File: src/dmac_pkg.sv
// Shared constants and types for the multiply-accumulate slice
`default_nettype none
package dmac_pkg;
	localparam int OPW = 18;
	localparam int PRW = 36;
	localparam int ACW = 54;

	// Slice configurations
	typedef enum logic [2:0] {
		single_product_accumulate,
		dual_product_accumulate,
		dual_product_combine,
		two_slice_product_sum,
		multiplier_bypass_add
	} dmac_mode_t;

	// Rounding methods
	typedef enum logic [2:0] {
		round_toward_zero,
		round_away_infinity,
		round_dynamic,
		round_random,
		round_convergent
	} dmac_round_t;

	// Register byte addresses
	localparam logic [7:0] ADDR_CTRL    = 8'h00;
	localparam logic [7:0] ADDR_STAGE   = 8'h04;
	localparam logic [7:0] ADDR_PAT_LO  = 8'h08;
	localparam logic [7:0] ADDR_PAT_HI  = 8'h0c;
	localparam logic [7:0] ADDR_MASK_LO = 8'h10;
	localparam logic [7:0] ADDR_MASK_HI = 8'h14;
	localparam logic [7:0] ADDR_RES_LO  = 8'h18;
	localparam logic [7:0] ADDR_RES_HI  = 8'h1c;
	localparam logic [7:0] ADDR_FLAGS   = 8'h20;

	// Control register fields
	localparam int MODE_LSB  = 0;
	localparam int RND_LSB   = 3;
	localparam int RBITS_LSB = 6;
	localparam int IN_EN     = 12;
	localparam int PIPE_EN   = 13;
	localparam int OUT_EN    = 14;
	localparam int SERIAL    = 15;
	localparam int ASYNC_RST = 16;
	localparam int DYN_SUB   = 17;
	localparam int STAT_SUB  = 18;

	// Stage select fields, six bits per stage
	localparam int STG_W   = 6;
	localparam int CLK_OFS = 0;
	localparam int CE_OFS  = 2;
	localparam int RST_OFS = 4;

	localparam logic [31:0] CTRL_RST  = 32'h0000_4000;
	localparam logic [31:0] STAGE_RST = 32'h0000_0000;
	localparam logic [15:0] LFSR_SEED = 16'hace1;
	localparam logic [1:0]  RESP_OK   = 2'h0;
	localparam logic [1:0]  RESP_ERR  = 2'h2;
endpackage : dmac_pkg
`default_nettype wire

File: src/dmac_slice.sv
// Multiply-accumulate slice with AXI4-Lite configuration
`timescale 1ns/1ns
`default_nettype none
module dmac_slice (
	input  wire logic              clk_sys,
	input  wire logic              rst,
	input  wire logic [7:0]        s_axi_awaddr,
	input  wire logic              s_axi_awvalid,
	output logic                   s_axi_awready,
	input  wire logic [31:0]       s_axi_wdata,
	input  wire logic [3:0]        s_axi_wstrb,
	input  wire logic              s_axi_wvalid,
	output logic                   s_axi_wready,
	output logic [1:0]             s_axi_bresp,
	output logic                   s_axi_bvalid,
	input  wire logic              s_axi_bready,
	input  wire logic [7:0]        s_axi_araddr,
	input  wire logic              s_axi_arvalid,
	output logic                   s_axi_arready,
	output logic [31:0]            s_axi_rdata,
	output logic [1:0]             s_axi_rresp,
	output logic                   s_axi_rvalid,
	input  wire logic              s_axi_rready,
	input  wire logic              clock_source_0,
	input  wire logic              clock_source_1,
	input  wire logic              clock_source_2,
	input  wire logic              clock_source_3,
	input  wire logic [3:0]        stage_ce,
	input  wire logic [3:0]        stage_rst,
	input  wire logic [17:0]       operand_a_lo,
	input  wire logic [17:0]       operand_a_hi,
	input  wire logic [17:0]       operand_b_lo,
	input  wire logic [17:0]       operand_b_hi,
	input  wire logic [17:0]       shift_in_a,
	input  wire logic [17:0]       shift_in_b,
	input  wire logic [53:0]       addend_c,
	input  wire logic [53:0]       cascade_in,
	input  wire logic              subtract_sel,
	input  wire logic              acc_load,
	input  wire logic              round_dyn_up,
	output logic [17:0]            shift_out_a,
	output logic [17:0]            shift_out_b,
	output logic [53:0]            result,
	output logic [53:0]            cascade_out,
	output logic                   zero_match_flag,
	output logic                   masked_zero_flag,
	output logic                   masked_ones_flag,
	output logic                   pattern_match_flag,
	output logic                   inverse_pattern_flag,
	output logic                   acc_over_flag,
	output logic                   acc_under_flag,
	output logic                   acc_either_limit_flag
);
	import dmac_pkg::*;

	typedef struct packed {
		logic [31:0] ctrl;
		logic [31:0] stage;
		logic [53:0] pat;
		logic [53:0] mask;
		logic [17:0] ra_lo;
		logic [17:0] ra_hi;
		logic [17:0] rb_lo;
		logic [17:0] rb_hi;
		logic        r_sub;
		logic        r_load;
		logic [53:0] r_c;
		logic [35:0] pa;
		logic [35:0] pb;
		logic        p_sub;
		logic        p_load;
		logic [53:0] p_c;
		logic [53:0] acc;
		logic [7:0]  flags;
		logic [15:0] lfsr;
		logic        awready;
		logic        wready;
		logic        aw_got;
		logic        w_got;
		logic [7:0]  awaddr;
		logic [31:0] wdata;
		logic [3:0]  wstrb;
		logic        bvalid;
		logic [1:0]  bresp;
		logic        arready;
		logic        rvalid;
		logic [31:0] rdata;
		logic [1:0]  rresp;
	} dmac_st_t;

	localparam dmac_st_t ST_RST = '{ctrl: CTRL_RST, stage: STAGE_RST, lfsr: LFSR_SEED,
		default: '0};

	dmac_st_t          s;
	dmac_st_t          next_s;
	dmac_mode_t        mode;
	logic              acc_mode;
	logic [3:0]        csrc;
	logic [2:0]        tick;
	logic [2:0]        rhit;
	logic [17:0]       a_lo_i;
	logic [17:0]       a_hi_i;
	logic [17:0]       b_lo_i;
	logic [17:0]       b_hi_i;
	logic              sub_in;
	logic              load_in;
	logic [53:0]       c_in;
	logic signed [35:0] pa_c;
	logic signed [35:0] pb_c;
	logic [35:0]       pa_i;
	logic [35:0]       pb_i;
	logic              sub_eff;
	logic              load_i;
	logic [54:0]       pa_x;
	logic [54:0]       pb_x;
	logic [54:0]       c_x;
	logic [54:0]       cin_x;
	logic [54:0]       base_x;
	logic [54:0]       prod_x;
	logic [54:0]       comb_x;
	logic [54:0]       alu;
	logic [53:0]       res;
	logic [7:0]        flg;
	logic              out_upd;

	// Byte-lane merge for register writes
	function automatic logic [31:0] wr32(input logic [31:0] old, input logic [31:0] d,
		input logic [3:0] strb);
		logic [31:0] v;
		v = old;
		for (int i = 0; i < 4; i++) begin
			if (strb[i]) begin
				v[8*i +: 8] = d[8*i +: 8];
			end
		end
		return v;
	endfunction : wr32

	// Readback word, bit 32 set when the address is mapped
	function automatic logic [32:0] rd33(input logic [7:0] a);
		logic [32:0] r;
		r = {1'b1, 32'h0000_0000};
		unique case (a)
			ADDR_CTRL:    r[31:0] = s.ctrl;
			ADDR_STAGE:   r[31:0] = s.stage;
			ADDR_PAT_LO:  r[31:0] = s.pat[31:0];
			ADDR_PAT_HI:  r[21:0] = s.pat[53:32];
			ADDR_MASK_LO: r[31:0] = s.mask[31:0];
			ADDR_MASK_HI: r[21:0] = s.mask[53:32];
			ADDR_RES_LO:  r[31:0] = s.acc[31:0];
			ADDR_RES_HI:  r[21:0] = s.acc[53:32];
			ADDR_FLAGS:   r[7:0] = s.flags;
			default:      r[32] = 1'b0;
		endcase
		return r;
	endfunction : rd33

	// Round by adding a method-dependent constant and clearing the low n bits
	function automatic logic [53:0] rnd54(input logic [53:0] v, input logic [2:0] m,
		input logic [5:0] n, input logic [15:0] rv, input logic up);
		logic [53:0] half;
		logic [53:0] low;
		logic [53:0] c;
		logic [53:0] sh;
		half = (n == 6'h0) ? 54'h0 : (54'h1 << (n - 6'h1));
		low = (54'h1 << n) - 54'h1;
		sh = v >> n;
		unique case (m)
			round_toward_zero:   c = v[53] ? low : 54'h0;
			round_away_infinity: c = v[53] ? half - 54'h1 : half;
			round_dynamic:       c = up ? half : half - 54'h1;
			round_random:        c = {38'h0, rv} & low;
			round_convergent:    c = half - 54'h1 + {53'h0, sh[0]};
			default:             c = 54'h0;
		endcase
		return (n == 6'h0) ? v : ((v + c) & ~low);
	endfunction : rnd54

	// Per-stage clock source, enable and reset selection; stage 0 input, 1 pipe, 2 output
	assign csrc = {clock_source_3, clock_source_2, clock_source_1, clock_source_0};
	for (genvar g = 0; g < 3; g++) begin : g_stage
		logic [1:0] ck_sel;
		logic [1:0] ce_sel;
		logic [1:0] rs_sel;
		assign ck_sel = s.stage[g*STG_W + CLK_OFS +: 2];
		assign ce_sel = s.stage[g*STG_W + CE_OFS +: 2];
		assign rs_sel = s.stage[g*STG_W + RST_OFS +: 2];
		assign tick[g] = csrc[ck_sel] & stage_ce[ce_sel];
		// Async option resets without waiting for the stage clock; sync needs its clock source but not its enable
		assign rhit[g] = stage_rst[rs_sel] & (s.ctrl[ASYNC_RST] | csrc[ck_sel]);
	end

	assign mode = dmac_mode_t'(s.ctrl[MODE_LSB +: 3]);
	assign acc_mode = (mode == single_product_accumulate) || (mode == dual_product_accumulate);

	// Optional input stage: a disabled stage passes the pins straight through
	assign a_lo_i  = s.ctrl[IN_EN] ? s.ra_lo : operand_a_lo;
	assign a_hi_i  = s.ctrl[IN_EN] ? s.ra_hi : operand_a_hi;
	assign b_lo_i  = s.ctrl[IN_EN] ? s.rb_lo : operand_b_lo;
	assign b_hi_i  = s.ctrl[IN_EN] ? s.rb_hi : operand_b_hi;
	assign sub_in  = s.ctrl[IN_EN] ? s.r_sub : subtract_sel;
	assign load_in = s.ctrl[IN_EN] ? s.r_load : acc_load;
	assign c_in    = s.ctrl[IN_EN] ? s.r_c : addend_c;

	assign pa_c = $signed(a_lo_i) * $signed(a_hi_i);
	assign pb_c = $signed(b_lo_i) * $signed(b_hi_i);

	// Optional pipeline stage
	assign pa_i   = s.ctrl[PIPE_EN] ? s.pa : pa_c;
	assign pb_i   = s.ctrl[PIPE_EN] ? s.pb : pb_c;
	assign load_i = s.ctrl[PIPE_EN] ? s.p_load : load_in;
	assign sub_eff = s.ctrl[DYN_SUB] ? (s.ctrl[PIPE_EN] ? s.p_sub : sub_in)
		: s.ctrl[STAT_SUB];

	assign pa_x  = {{19{pa_i[35]}}, pa_i};
	assign pb_x  = {{19{pb_i[35]}}, pb_i};
	assign c_x   = s.ctrl[PIPE_EN] ? {s.p_c[53], s.p_c} : {c_in[53], c_in};
	assign cin_x = {cascade_in[53], cascade_in};

	// Loading the total replaces the feedback with the start value
	assign base_x = load_i ? c_x : {s.acc[53], s.acc};
	assign prod_x = (mode == single_product_accumulate) ? pa_x
		: pa_x + pb_x;
	assign comb_x = sub_eff ? pa_x - pb_x : pa_x + pb_x;

	// ALU: accumulate, combine, cascade sum or multiplier bypass
	assign alu = acc_mode ? (sub_eff ? base_x - prod_x : base_x + prod_x)
		: (mode == two_slice_product_sum) ? comb_x + cin_x
		: (mode == multiplier_bypass_add) ? (sub_eff ? c_x - cin_x : c_x + cin_x)
		: comb_x;

	// Rounding is skipped while accumulating so the total stays exact
	assign res = acc_mode ? alu[53:0]
		: rnd54(alu[53:0], s.ctrl[RND_LSB +: 3], s.ctrl[RBITS_LSB +: 6], s.lfsr, round_dyn_up);

	// Pattern flags come from the value that lands in the output register; limit flags from the top two bits of the 55-bit ALU sum
	assign flg[0] = (res == 54'h0);
	assign flg[1] = ((res & ~s.mask) == 54'h0);
	assign flg[2] = ((res | s.mask) == {54{1'b1}});
	assign flg[3] = (((res ^ s.pat) & ~s.mask) == 54'h0);
	assign flg[4] = (((res ^ ~s.pat) & ~s.mask) == 54'h0);
	assign flg[5] = acc_mode & ~alu[54] & alu[53];
	assign flg[6] = acc_mode & alu[54] & ~alu[53];
	assign flg[7] = flg[5] | flg[6];

	// Output register is forced in accumulate modes; otherwise an off stage follows each cycle
	assign out_upd = (acc_mode || s.ctrl[OUT_EN]) ? tick[2] : 1'b1;

	// Next-state logic
	always_comb begin
		logic [32:0] rw;
		logic [31:0] w32;
		next_s = s;
		rw = rd33(s.awaddr);
		w32 = wr32(rw[31:0], s.wdata, s.wstrb);
		next_s.lfsr = {s.lfsr[14:0], s.lfsr[15] ^ s.lfsr[13] ^ s.lfsr[12] ^ s.lfsr[10]};

		// Input registers: parallel load or shift from the previous slice
		if (rhit[0]) begin
			next_s.ra_lo = '0;
			next_s.ra_hi = '0;
			next_s.rb_lo = '0;
			next_s.rb_hi = '0;
			next_s.r_sub = 1'b0;
			next_s.r_load = 1'b0;
			next_s.r_c = '0;
		end else if (tick[0]) begin
			next_s.ra_lo = s.ctrl[SERIAL] ? shift_in_a : operand_a_lo;
			next_s.rb_lo = s.ctrl[SERIAL] ? shift_in_b : operand_b_lo;
			next_s.ra_hi = operand_a_hi;
			next_s.rb_hi = operand_b_hi;
			next_s.r_sub = subtract_sel;
			next_s.r_load = acc_load;
			next_s.r_c = addend_c;
		end

		// Pipeline registers
		if (rhit[1]) begin
			next_s.pa = '0;
			next_s.pb = '0;
			next_s.p_sub = 1'b0;
			next_s.p_load = 1'b0;
			next_s.p_c = '0;
		end else if (tick[1]) begin
			next_s.pa = pa_c;
			next_s.pb = pb_c;
			next_s.p_sub = sub_in;
			next_s.p_load = load_in;
			next_s.p_c = c_in;
		end

		// Output register and flags move together
		if (rhit[2]) begin
			next_s.acc = '0;
			// Flags must still describe the cleared total, or they would lie about it
			next_s.flags = {3'b000, ((~s.pat & ~s.mask) == 54'h0), ((s.pat & ~s.mask) == 54'h0),
				(s.mask == {54{1'b1}}), 2'b11};
		end else if (out_upd) begin
			next_s.acc = res;
			next_s.flags = flg;
		end

		// Write channel: address and data taken in either order
		if (s_axi_awvalid && s.awready) begin
			next_s.aw_got = 1'b1;
			next_s.awaddr = s_axi_awaddr;
		end
		if (s_axi_wvalid && s.wready) begin
			next_s.w_got = 1'b1;
			next_s.wdata = s_axi_wdata;
			next_s.wstrb = s_axi_wstrb;
		end
		if (s.aw_got && s.w_got && !s.bvalid) begin
			next_s.aw_got = 1'b0;
			next_s.w_got = 1'b0;
			next_s.bvalid = 1'b1;
			next_s.bresp = RESP_OK;
			unique case (s.awaddr)
				ADDR_CTRL:    next_s.ctrl = w32;
				ADDR_STAGE:   next_s.stage = w32;
				ADDR_PAT_LO:  next_s.pat[31:0] = w32;
				ADDR_PAT_HI:  next_s.pat[53:32] = w32[21:0];
				ADDR_MASK_LO: next_s.mask[31:0] = w32;
				ADDR_MASK_HI: next_s.mask[53:32] = w32[21:0];
				default:      next_s.bresp = RESP_ERR;
			endcase
		end else if (s.bvalid && s_axi_bready) begin
			next_s.bvalid = 1'b0;
		end
		next_s.awready = !next_s.aw_got && !next_s.bvalid;
		next_s.wready = !next_s.w_got && !next_s.bvalid;

		// Read channel: one read in flight
		if (s_axi_arvalid && s.arready) begin
			rw = rd33(s_axi_araddr);
			next_s.rvalid = 1'b1;
			next_s.rdata = rw[31:0];
			next_s.rresp = rw[32] ? RESP_OK : RESP_ERR;
		end else if (s.rvalid && s_axi_rready) begin
			next_s.rvalid = 1'b0;
		end
		next_s.arready = !next_s.rvalid;
	end

	// State register; global reset is synchronous
	always_ff @(posedge clk_sys) begin
		if (rst) begin
			s <= ST_RST;
		end else begin
			s <= next_s;
		end
	end

	assign s_axi_awready = s.awready;
	assign s_axi_wready  = s.wready;
	assign s_axi_bvalid  = s.bvalid;
	assign s_axi_bresp   = s.bresp;
	assign s_axi_arready = s.arready;
	assign s_axi_rvalid  = s.rvalid;
	assign s_axi_rdata   = s.rdata;
	assign s_axi_rresp   = s.rresp;
	assign shift_out_a   = s.ra_lo;
	assign shift_out_b   = s.rb_lo;
	assign result        = s.acc;
	assign cascade_out   = s.acc;
	assign zero_match_flag       = s.flags[0];
	assign masked_zero_flag      = s.flags[1];
	assign masked_ones_flag      = s.flags[2];
	assign pattern_match_flag    = s.flags[3];
	assign inverse_pattern_flag  = s.flags[4];
	assign acc_over_flag         = s.flags[5];
	assign acc_under_flag        = s.flags[6];
	assign acc_either_limit_flag = s.flags[7];
endmodule : dmac_slice
`default_nettype wire

File: config.mk
export PLATFORM = sky130hd
export DESIGN_NAME = dmac_slice
export DESIGN_NICKNAME = d
export VERILOG_FILES = /design/src/dmac_pkg.sv /design/src/dmac_slice.sv
export SDC_FILE = /design/constraint.sdc
export NUM_CORES = 2
export LEC_CHECK = 0
export ABC_AREA = 0
export BUFFER_PORTS_ARGS = -buffer_cell sky130_fd_sc_hd__buf_2
export CAP_MARGIN = 15
export CORE_MARGIN = 2
export CORE_UTILIZATION = 32
export DETAILED_ROUTE_END_ITERATION = 6
export PLACE_DENSITY = 0.53
export SYNTH_ARGS = -nofsm -noshare
export SYNTH_HDL_FRONTEND = slang
export SYNTH_SLANG_ARGS = --single-unit
export TNS_END_PERCENT = 20
File: constraint.sdc
create_clock -name clk_sys -period 32.4 [get_ports clk_sys]
set_input_delay 3.24 -clock clk_sys [delete_from_list [all_inputs] [get_ports clk_sys]]
set_output_delay 3.24 -clock clk_sys [all_outputs]
set_load 0.005 [all_outputs]
After elaboration in Yosys (flattened, before gate mapping)
Index checks and enable logic that the tools add are counted.

storage, ports and cells
  register bits after elaboration = 593
  input port bits = 290
  logic and storage cells = 227

operators by class
  $add $sub $neg = 12
  multiply operators = 2
  $lt $le $gt $ge = 9
  equal/unequal tests = 23
  shifts and indexed selects = 3
  multiplexer cells = 72
  bitwise operators = 32
  reduce and logical (&&, ||, !) cells = 39

operators by type and width
  kind                                                  count
  2-to-1 mux 55 bit                                     9
  2-to-1 mux 54 bit                                     7
  bitwise AND 54 bit                                    6
  logical NOT 54 bit                                    6
  case mux 54 bit (5 select lines)                      1
  adder 55 bit                                          3
  NOT 54 bit                                            3
  case mux 14 bit (8 select lines)                      1
  subtractor 55 bit                                     2
  equality test 54 bit (second input constant)          2
  2-to-1 mux 18 bit                                     6
  << shifter 1 x 6 -> 54 bit (first input constant)     2
  subtractor 54 x 1 -> 54 bit (second input constant)   2
  XOR 54 bit                                            2
  case mux 10 bit (5 select lines)                      2
  multiplier 18 x 18 -> 36 bit                          2
  2-to-1 mux 36 bit                                     2
  case mux 8 bit (9 select lines)                       1
  case mux 14 bit (5 select lines)                      1
  equality test 8 x 5 -> 1 bit (second input constant)  7
  adder 54 x 1 -> 54 bit                                1
  adder 54 bit                                          1
  bitwise AND 16 x 54 -> 54 bit                         1
  OR 54 bit                                             1
  other kinds (32)                                      121

Longest topological paths before layout
  depth in word-level cells = 20
  gate-level depth with buffers = 96
  depth with buffers taken out = 89

Least setup slack after synthesis
Ideal clock, no wire load.

  kind = input -> register
  start point = input operand_b_hi[6]
  end point = register s, in the netlist zero_match_flag
  setup time = 60 ps
  arrival = 20,210 ps
  required time = 32,340 ps
  setup slack = 12,130 ps
  stages = 83
  buffers on the path = 4
  cells stage by stage = mux2i_1 clkbuf_1 nor2_1 fa_1 inv_1 fa_1 fa_1 fa_1 inv_1 fa_1 inv_1 fa_1 inv_1 ha_1 a21oi_1 nor2b_1 a41oi_1 o211a_1 (+47 left out) o21ai_0 ha_1 clkbuf_1 a21oi_1 nor2_1 or4b_1 a32oi_1 o211ai_1 a41oi_1 mux2i_1 a221oi_1 a211o_1 nand2_1 nor3_1 nand3_1 or4_1 nor2_1 a41o_1

on the way
  cells in the longest elaborated chain, start to end = 18
  elaborated cells between the ends (all ways) = 26
  those cells by class = 7 x add/sub; 1 x mul; 1 x shift; 15 x mux; 1 x bitwise; 1 x reduce/logical

ends and longest elaborated chain
  item                                                                     line                                  RTL
  start, declared                                                          dmac_slice.sv:33                      input wire logic [17:0] operand_b_hi,
  2-to-1 mux 18 bit *                                                      dmac_slice.sv:200                     assign b_hi_i = s.ctrl[IN_EN] ? s.rb_hi : operand_b_hi;
  multiplier 18 x 18 -> 36 bit *                                           dmac_slice.sv:206                     assign pb_c = $signed(b_lo_i) * $signed(b_hi_i);
  2-to-1 mux 36 bit *                                                      dmac_slice.sv:210                     assign pb_i = s.ctrl[PIPE_EN] ? s.pb : pb_c;
  adder 36 x 36 -> 37 bit or subtractor 36 x 36 -> 37 bit (tied branches)  dmac_slice.sv:223, dmac_slice.sv:224
  2-to-1 mux 55 bit (on tied branches)                                     dmac_slice.sv:224, dmac_slice.sv:222
  adder 55 bit, or another cell as far along                               dmac_slice.sv:228                     : (mode == two_slice_product_sum) ? comb_x + cin_x
  2-to-1 mux 55 bit (on tied branches)                                     dmac_slice.sv:228, dmac_slice.sv:227
  2-to-1 mux 55 bit *                                                      dmac_slice.sv:227                     assign alu = acc_mode ? (sub_eff ? base_x - prod_x : base_x + prod_x)
  (+2 left out)                                                            n/a
  case mux 54 bit (5 select lines)                                         dmac_slice.sv:168                     unique case (m)
  adder 54 bit                                                             dmac_slice.sv:176                     return (n == 6'h0) ? v : ((v + c) & ~low);
  bitwise AND 54 bit                                                       dmac_slice.sv:176
  2-to-1 mux 54 bit                                                        dmac_slice.sv:176
  2-to-1 mux 54 bit *                                                      dmac_slice.sv:233                     assign res = acc_mode ? alu[53:0]
  logical NOT 54 bit *                                                     dmac_slice.sv:237                     assign flg[0] = (res == 54'h0);
  2-to-1 mux 5 bit *                                                       dmac_slice.sv:298                     end else if (out_upd) begin
  2-to-1 mux 5 bit *                                                       dmac_slice.sv:293                     if (rhit[2]) begin
  end signal, assigned                                                     dmac_slice.sv:350                     s <= next_s;
  end, declared                                                            dmac_slice.sv:94                      dmac_st_t s;

Every way passes the cells marked *; elsewhere a longest branch is shown, timed or not. The select of a mux whose other input is x is not followed.
A chain may end at the register's enable or synchronous reset.

Worst setup path in the final report
  start point = input operand_a_lo[6]
  end point = register s, in the netlist pattern_match_flag

on the way
  cells in the longest elaborated chain, start to end = 20
  elaborated cells between the ends (all ways) = 28
  those cells by class = 7 x add/sub; 1 x mul; 1 x shift; 15 x mux; 3 x bitwise; 1 x reduce/logical

ends and longest elaborated chain
  item                                                                     line                                  RTL
  start, declared                                                          dmac_slice.sv:30                      input wire logic [17:0] operand_a_lo,
  2-to-1 mux 18 bit *                                                      dmac_slice.sv:197                     assign a_lo_i = s.ctrl[IN_EN] ? s.ra_lo : operand_a_lo;
  multiplier 18 x 18 -> 36 bit *                                           dmac_slice.sv:205                     assign pa_c = $signed(a_lo_i) * $signed(a_hi_i);
  2-to-1 mux 36 bit *                                                      dmac_slice.sv:209                     assign pa_i = s.ctrl[PIPE_EN] ? s.pa : pa_c;
  adder 36 x 36 -> 37 bit or subtractor 36 x 36 -> 37 bit (tied branches)  dmac_slice.sv:223, dmac_slice.sv:224
  2-to-1 mux 55 bit (on tied branches)                                     dmac_slice.sv:224, dmac_slice.sv:222
  adder 55 bit, or another cell as far along                               dmac_slice.sv:228
  2-to-1 mux 55 bit (on tied branches)                                     dmac_slice.sv:228, dmac_slice.sv:227
  2-to-1 mux 55 bit *                                                      dmac_slice.sv:227
  (+4 left out)                                                            n/a
  bitwise AND 54 bit                                                       dmac_slice.sv:176
  2-to-1 mux 54 bit                                                        dmac_slice.sv:176
  2-to-1 mux 54 bit *                                                      dmac_slice.sv:233
  XOR 54 bit *                                                             dmac_slice.sv:240                     assign flg[3] = (((res ^ s.pat) & ~s.mask) == 54'h0);
  bitwise AND 54 bit *                                                     dmac_slice.sv:240
  logical NOT 54 bit *                                                     dmac_slice.sv:240
  2-to-1 mux 5 bit *                                                       dmac_slice.sv:298
  2-to-1 mux 5 bit *                                                       dmac_slice.sv:293

Marks and branches as above.

==> results_dict.tcl <==
set metrics [dict create \
    yosysWarnings 0 \
    setup_tns_ns 0 \
    grt_pass1_wl_um 664000 \
    clkTransAtPathRegs_ns 0.06 \
    wl_per_cell_um 30.7 \
    setup_ws_ns 6.30 \
    vias 93017 \
    cts.path.max_buffers 3 \
    cp-end-kind "flip-flop" \
    cts_buffers 75 \
    synth_top_area_share_pct 15.1 \
    cts_resized 0 \
    grt_max_degree 119 \
    place_congestion 1.05 \
    post_cts_buffers 0 \
    worst_path_most_repeated_cell "fa_1" \
    cp-start-kind "primary input" \
    die_area_mm2 0.280 \
    n_fill_cell 29448 \
    cts_tree "built" \
    hold_slack_ns 0.441 \
    clkLatencyLatePin_ns 0.75 \
    synth_most_common_cell "nor2_1" \
    grt_busiest_layer "met2" \
    rsz0062_at_grt "no" \
    routed_wl_um 474000 \
    min_period_over_period_pct 80.6 \
    root_buffer "clkbuf_16" \
    synthTopCellsByCount "1429 x nor2_1, 1365 x nand2_1, 943 x inv_1" \
    synth_enable_flop_cells 0 \
    core_mm2 0.274 \
    synth.largest_area_cell "fa_1" \
    critPathArrivalTime_ns 26.77 \
    clkSinkCount 591 \
    ys_types 117 \
    hold_viol 0 \
    port_buffers 480 \
    drt_iter0_drc 12097 \
    holdBufCountCts 0 \
    die_w_um 529 \
    postSynthCellCount 11819 \
    met3_usage_pct 8.70 \
    cpMaxStageDelayCell "nor3b_1" \
    grt_util_met2_pct 46.1 \
    period_minus_slack_ns 26.10 \
    hpwl_um 386000 \
    drive_above_1_share_pct 11.7 \
    synthTopCellsByArea "fa_1 15%, dfxtp_1 13%, ha_1 6.8%, nor2_1 6.1%, nand2_1 5.8%" \
    htreeDepth 3 \
    max-slew-margin-rel_pct 6.05 \
    dp_cells 15229 \
    violations "design-rule violations" \
    status "finished, violations left" \
    rows 192 \
    gr-total-overflow 0 \
    postSynth.asyncResetShare_pct 0 \
    critical_path.max_stage_delay_ns 0.95 \
    synth_flop_cell "dfxtp_1" \
    cap_violations 0 \
    initial_core_util_pct 32.2 \
    pin_count 483 \
    crit_type "in -> reg" \
    syn_area_mm2 0.0882 \
    antenna_found_initial 120 \
    path_max_fanout 12 \
    fin_skew_ns 0.0670 \
    synth_seq_cells 591 \
    dieHeight_um 529 \
    area.growth.synth_to_final_pct 8.74 \
    final_cells 15416 \
    drtAntennaViolNets 0 \
    viasPerCell 6.03 \
    dr.pass1.iters 7 \
    setup_viol 0 \
    place_ws_ns 6.45 \
    slew_violations 0 \
    nets 13158 \
    grt_usage_pct 32.7 \
    seq_area_frac_synth_pct 13.4 \
    timing.fmax_mhz 38.3 \
    grt.met1_usage_pct 44.4 \
    crit_required_ns 33.07 \
    worst_slew_pin_slew_ns 1.37 \
    drt_drc_violations_left 4 \
    hold_class "reg -> reg" \
    grt_pass1_vias 86162 \
    avgSynthCellArea_um2 7.46 \
]
flip-flops by register name, indices dropped and copies added (netlist names), 15 cells and up:
signal       count
shift_out_b     18
s              418
next_s          15
shift_out_a     18
s_axi_rdata     32
cascade_out     54
critical path, delay by kind of cell:
kind / cells / cell delay [ns]
fa+ha+maj: 11 / 5.16
buf+inv: 6 / 0.60
xor+xnor: 4 / 1.47
simple gates: 34 / 9.70
mux: 2 / 1.44
compound gates: 21 / 5.06
metal layers:
metal  part of all wire (%)  wire length (um)
met3                     11             51900
met1                     42            198000
met2                     40            190000
met4                    7.1             33400
met5                   0.13               599
area by class of cell:
cell class	count	area [um^2]	area share, %
clock inverter	37	487	0.507
sequential	591	11800	12.3
antenna	42	105	0.110
inverter	949	3560	3.72
tap	3589	4490	4.68
multi-input combinational	9365	68900	71.8
timing repair buffer	741	4390	4.57
clock buffer	102	2130	2.22
final timing paths:
path	cells after the start	startpoint	slack [ns]	to
worst min-delay path	1	next_s[92]$_SDFF_PP0_	0.44	next_s[93]$_SDFF_PP1_
worst min register to register	1	next_s[92]$_SDFF_PP0_	0.44	next_s[93]$_SDFF_PP1_
worst max register to register	81	s[573]$_SDFFE_PP0P_	7.36	pattern_match_flag$_SDFFE_PP0P_
worst max-delay path	78	operand_a_lo[6]	6.30	pattern_match_flag$_SDFFE_PP0P_
kinds of logic (layout without fill, tap and decap cells):
logic type	count (synthesis)	count (layout)	share of synthesized area, %
buffers and inverters	1864	1829	8.79
XOR/XNOR	499	499	4.95
adder cells (fa/ha/maj)	1145	1145	21.9
flip-flops	591	591	13.4
AND/OR/NAND/NOR	4163	4163	21.3
AO/OA/AOI/OAI	2989	2989	22.5
other	1	44	0.00425
multiplexers	567	567	7.16
layout by cell type, fill, tap and decap left out, types with 73 or more instances in the layout:
cell          n
nand4_1     110
clkbuf_16    76
xnor2_1     315
inv_1       942
buf_2       479
mux2_2      295
nor2_1     1422
fa_1        664
nor4_1       88
a22oi_1      78
a211oi_1    294
nand2b_1     93
dfxtp_1     584
a21oi_1     911
a31oi_1     152
buf_4       259
mux2i_1     245
o21a_1       73
nor2b_1     101
nor3_1      314
ha_1        481
and2_1       73
nand2_1    1361
o211ai_1     78
xor2_1      184
nand3_1     212
a21o_1      171
o21ai_0     396
metrics by stage:
step           cell area, um^2  util [%]
2_1_floorplan            88200         -
3_3_place_gp             93100      34.0
3_5_place_dp             93100      34.0
4_1_cts                  95800      35.0
5_1_grt                  95900      35.0
6_report                 95900      35.0
Power is not shown: default switching activity piles up to over one toggle a cycle in this logic, so the estimate is an artifact.
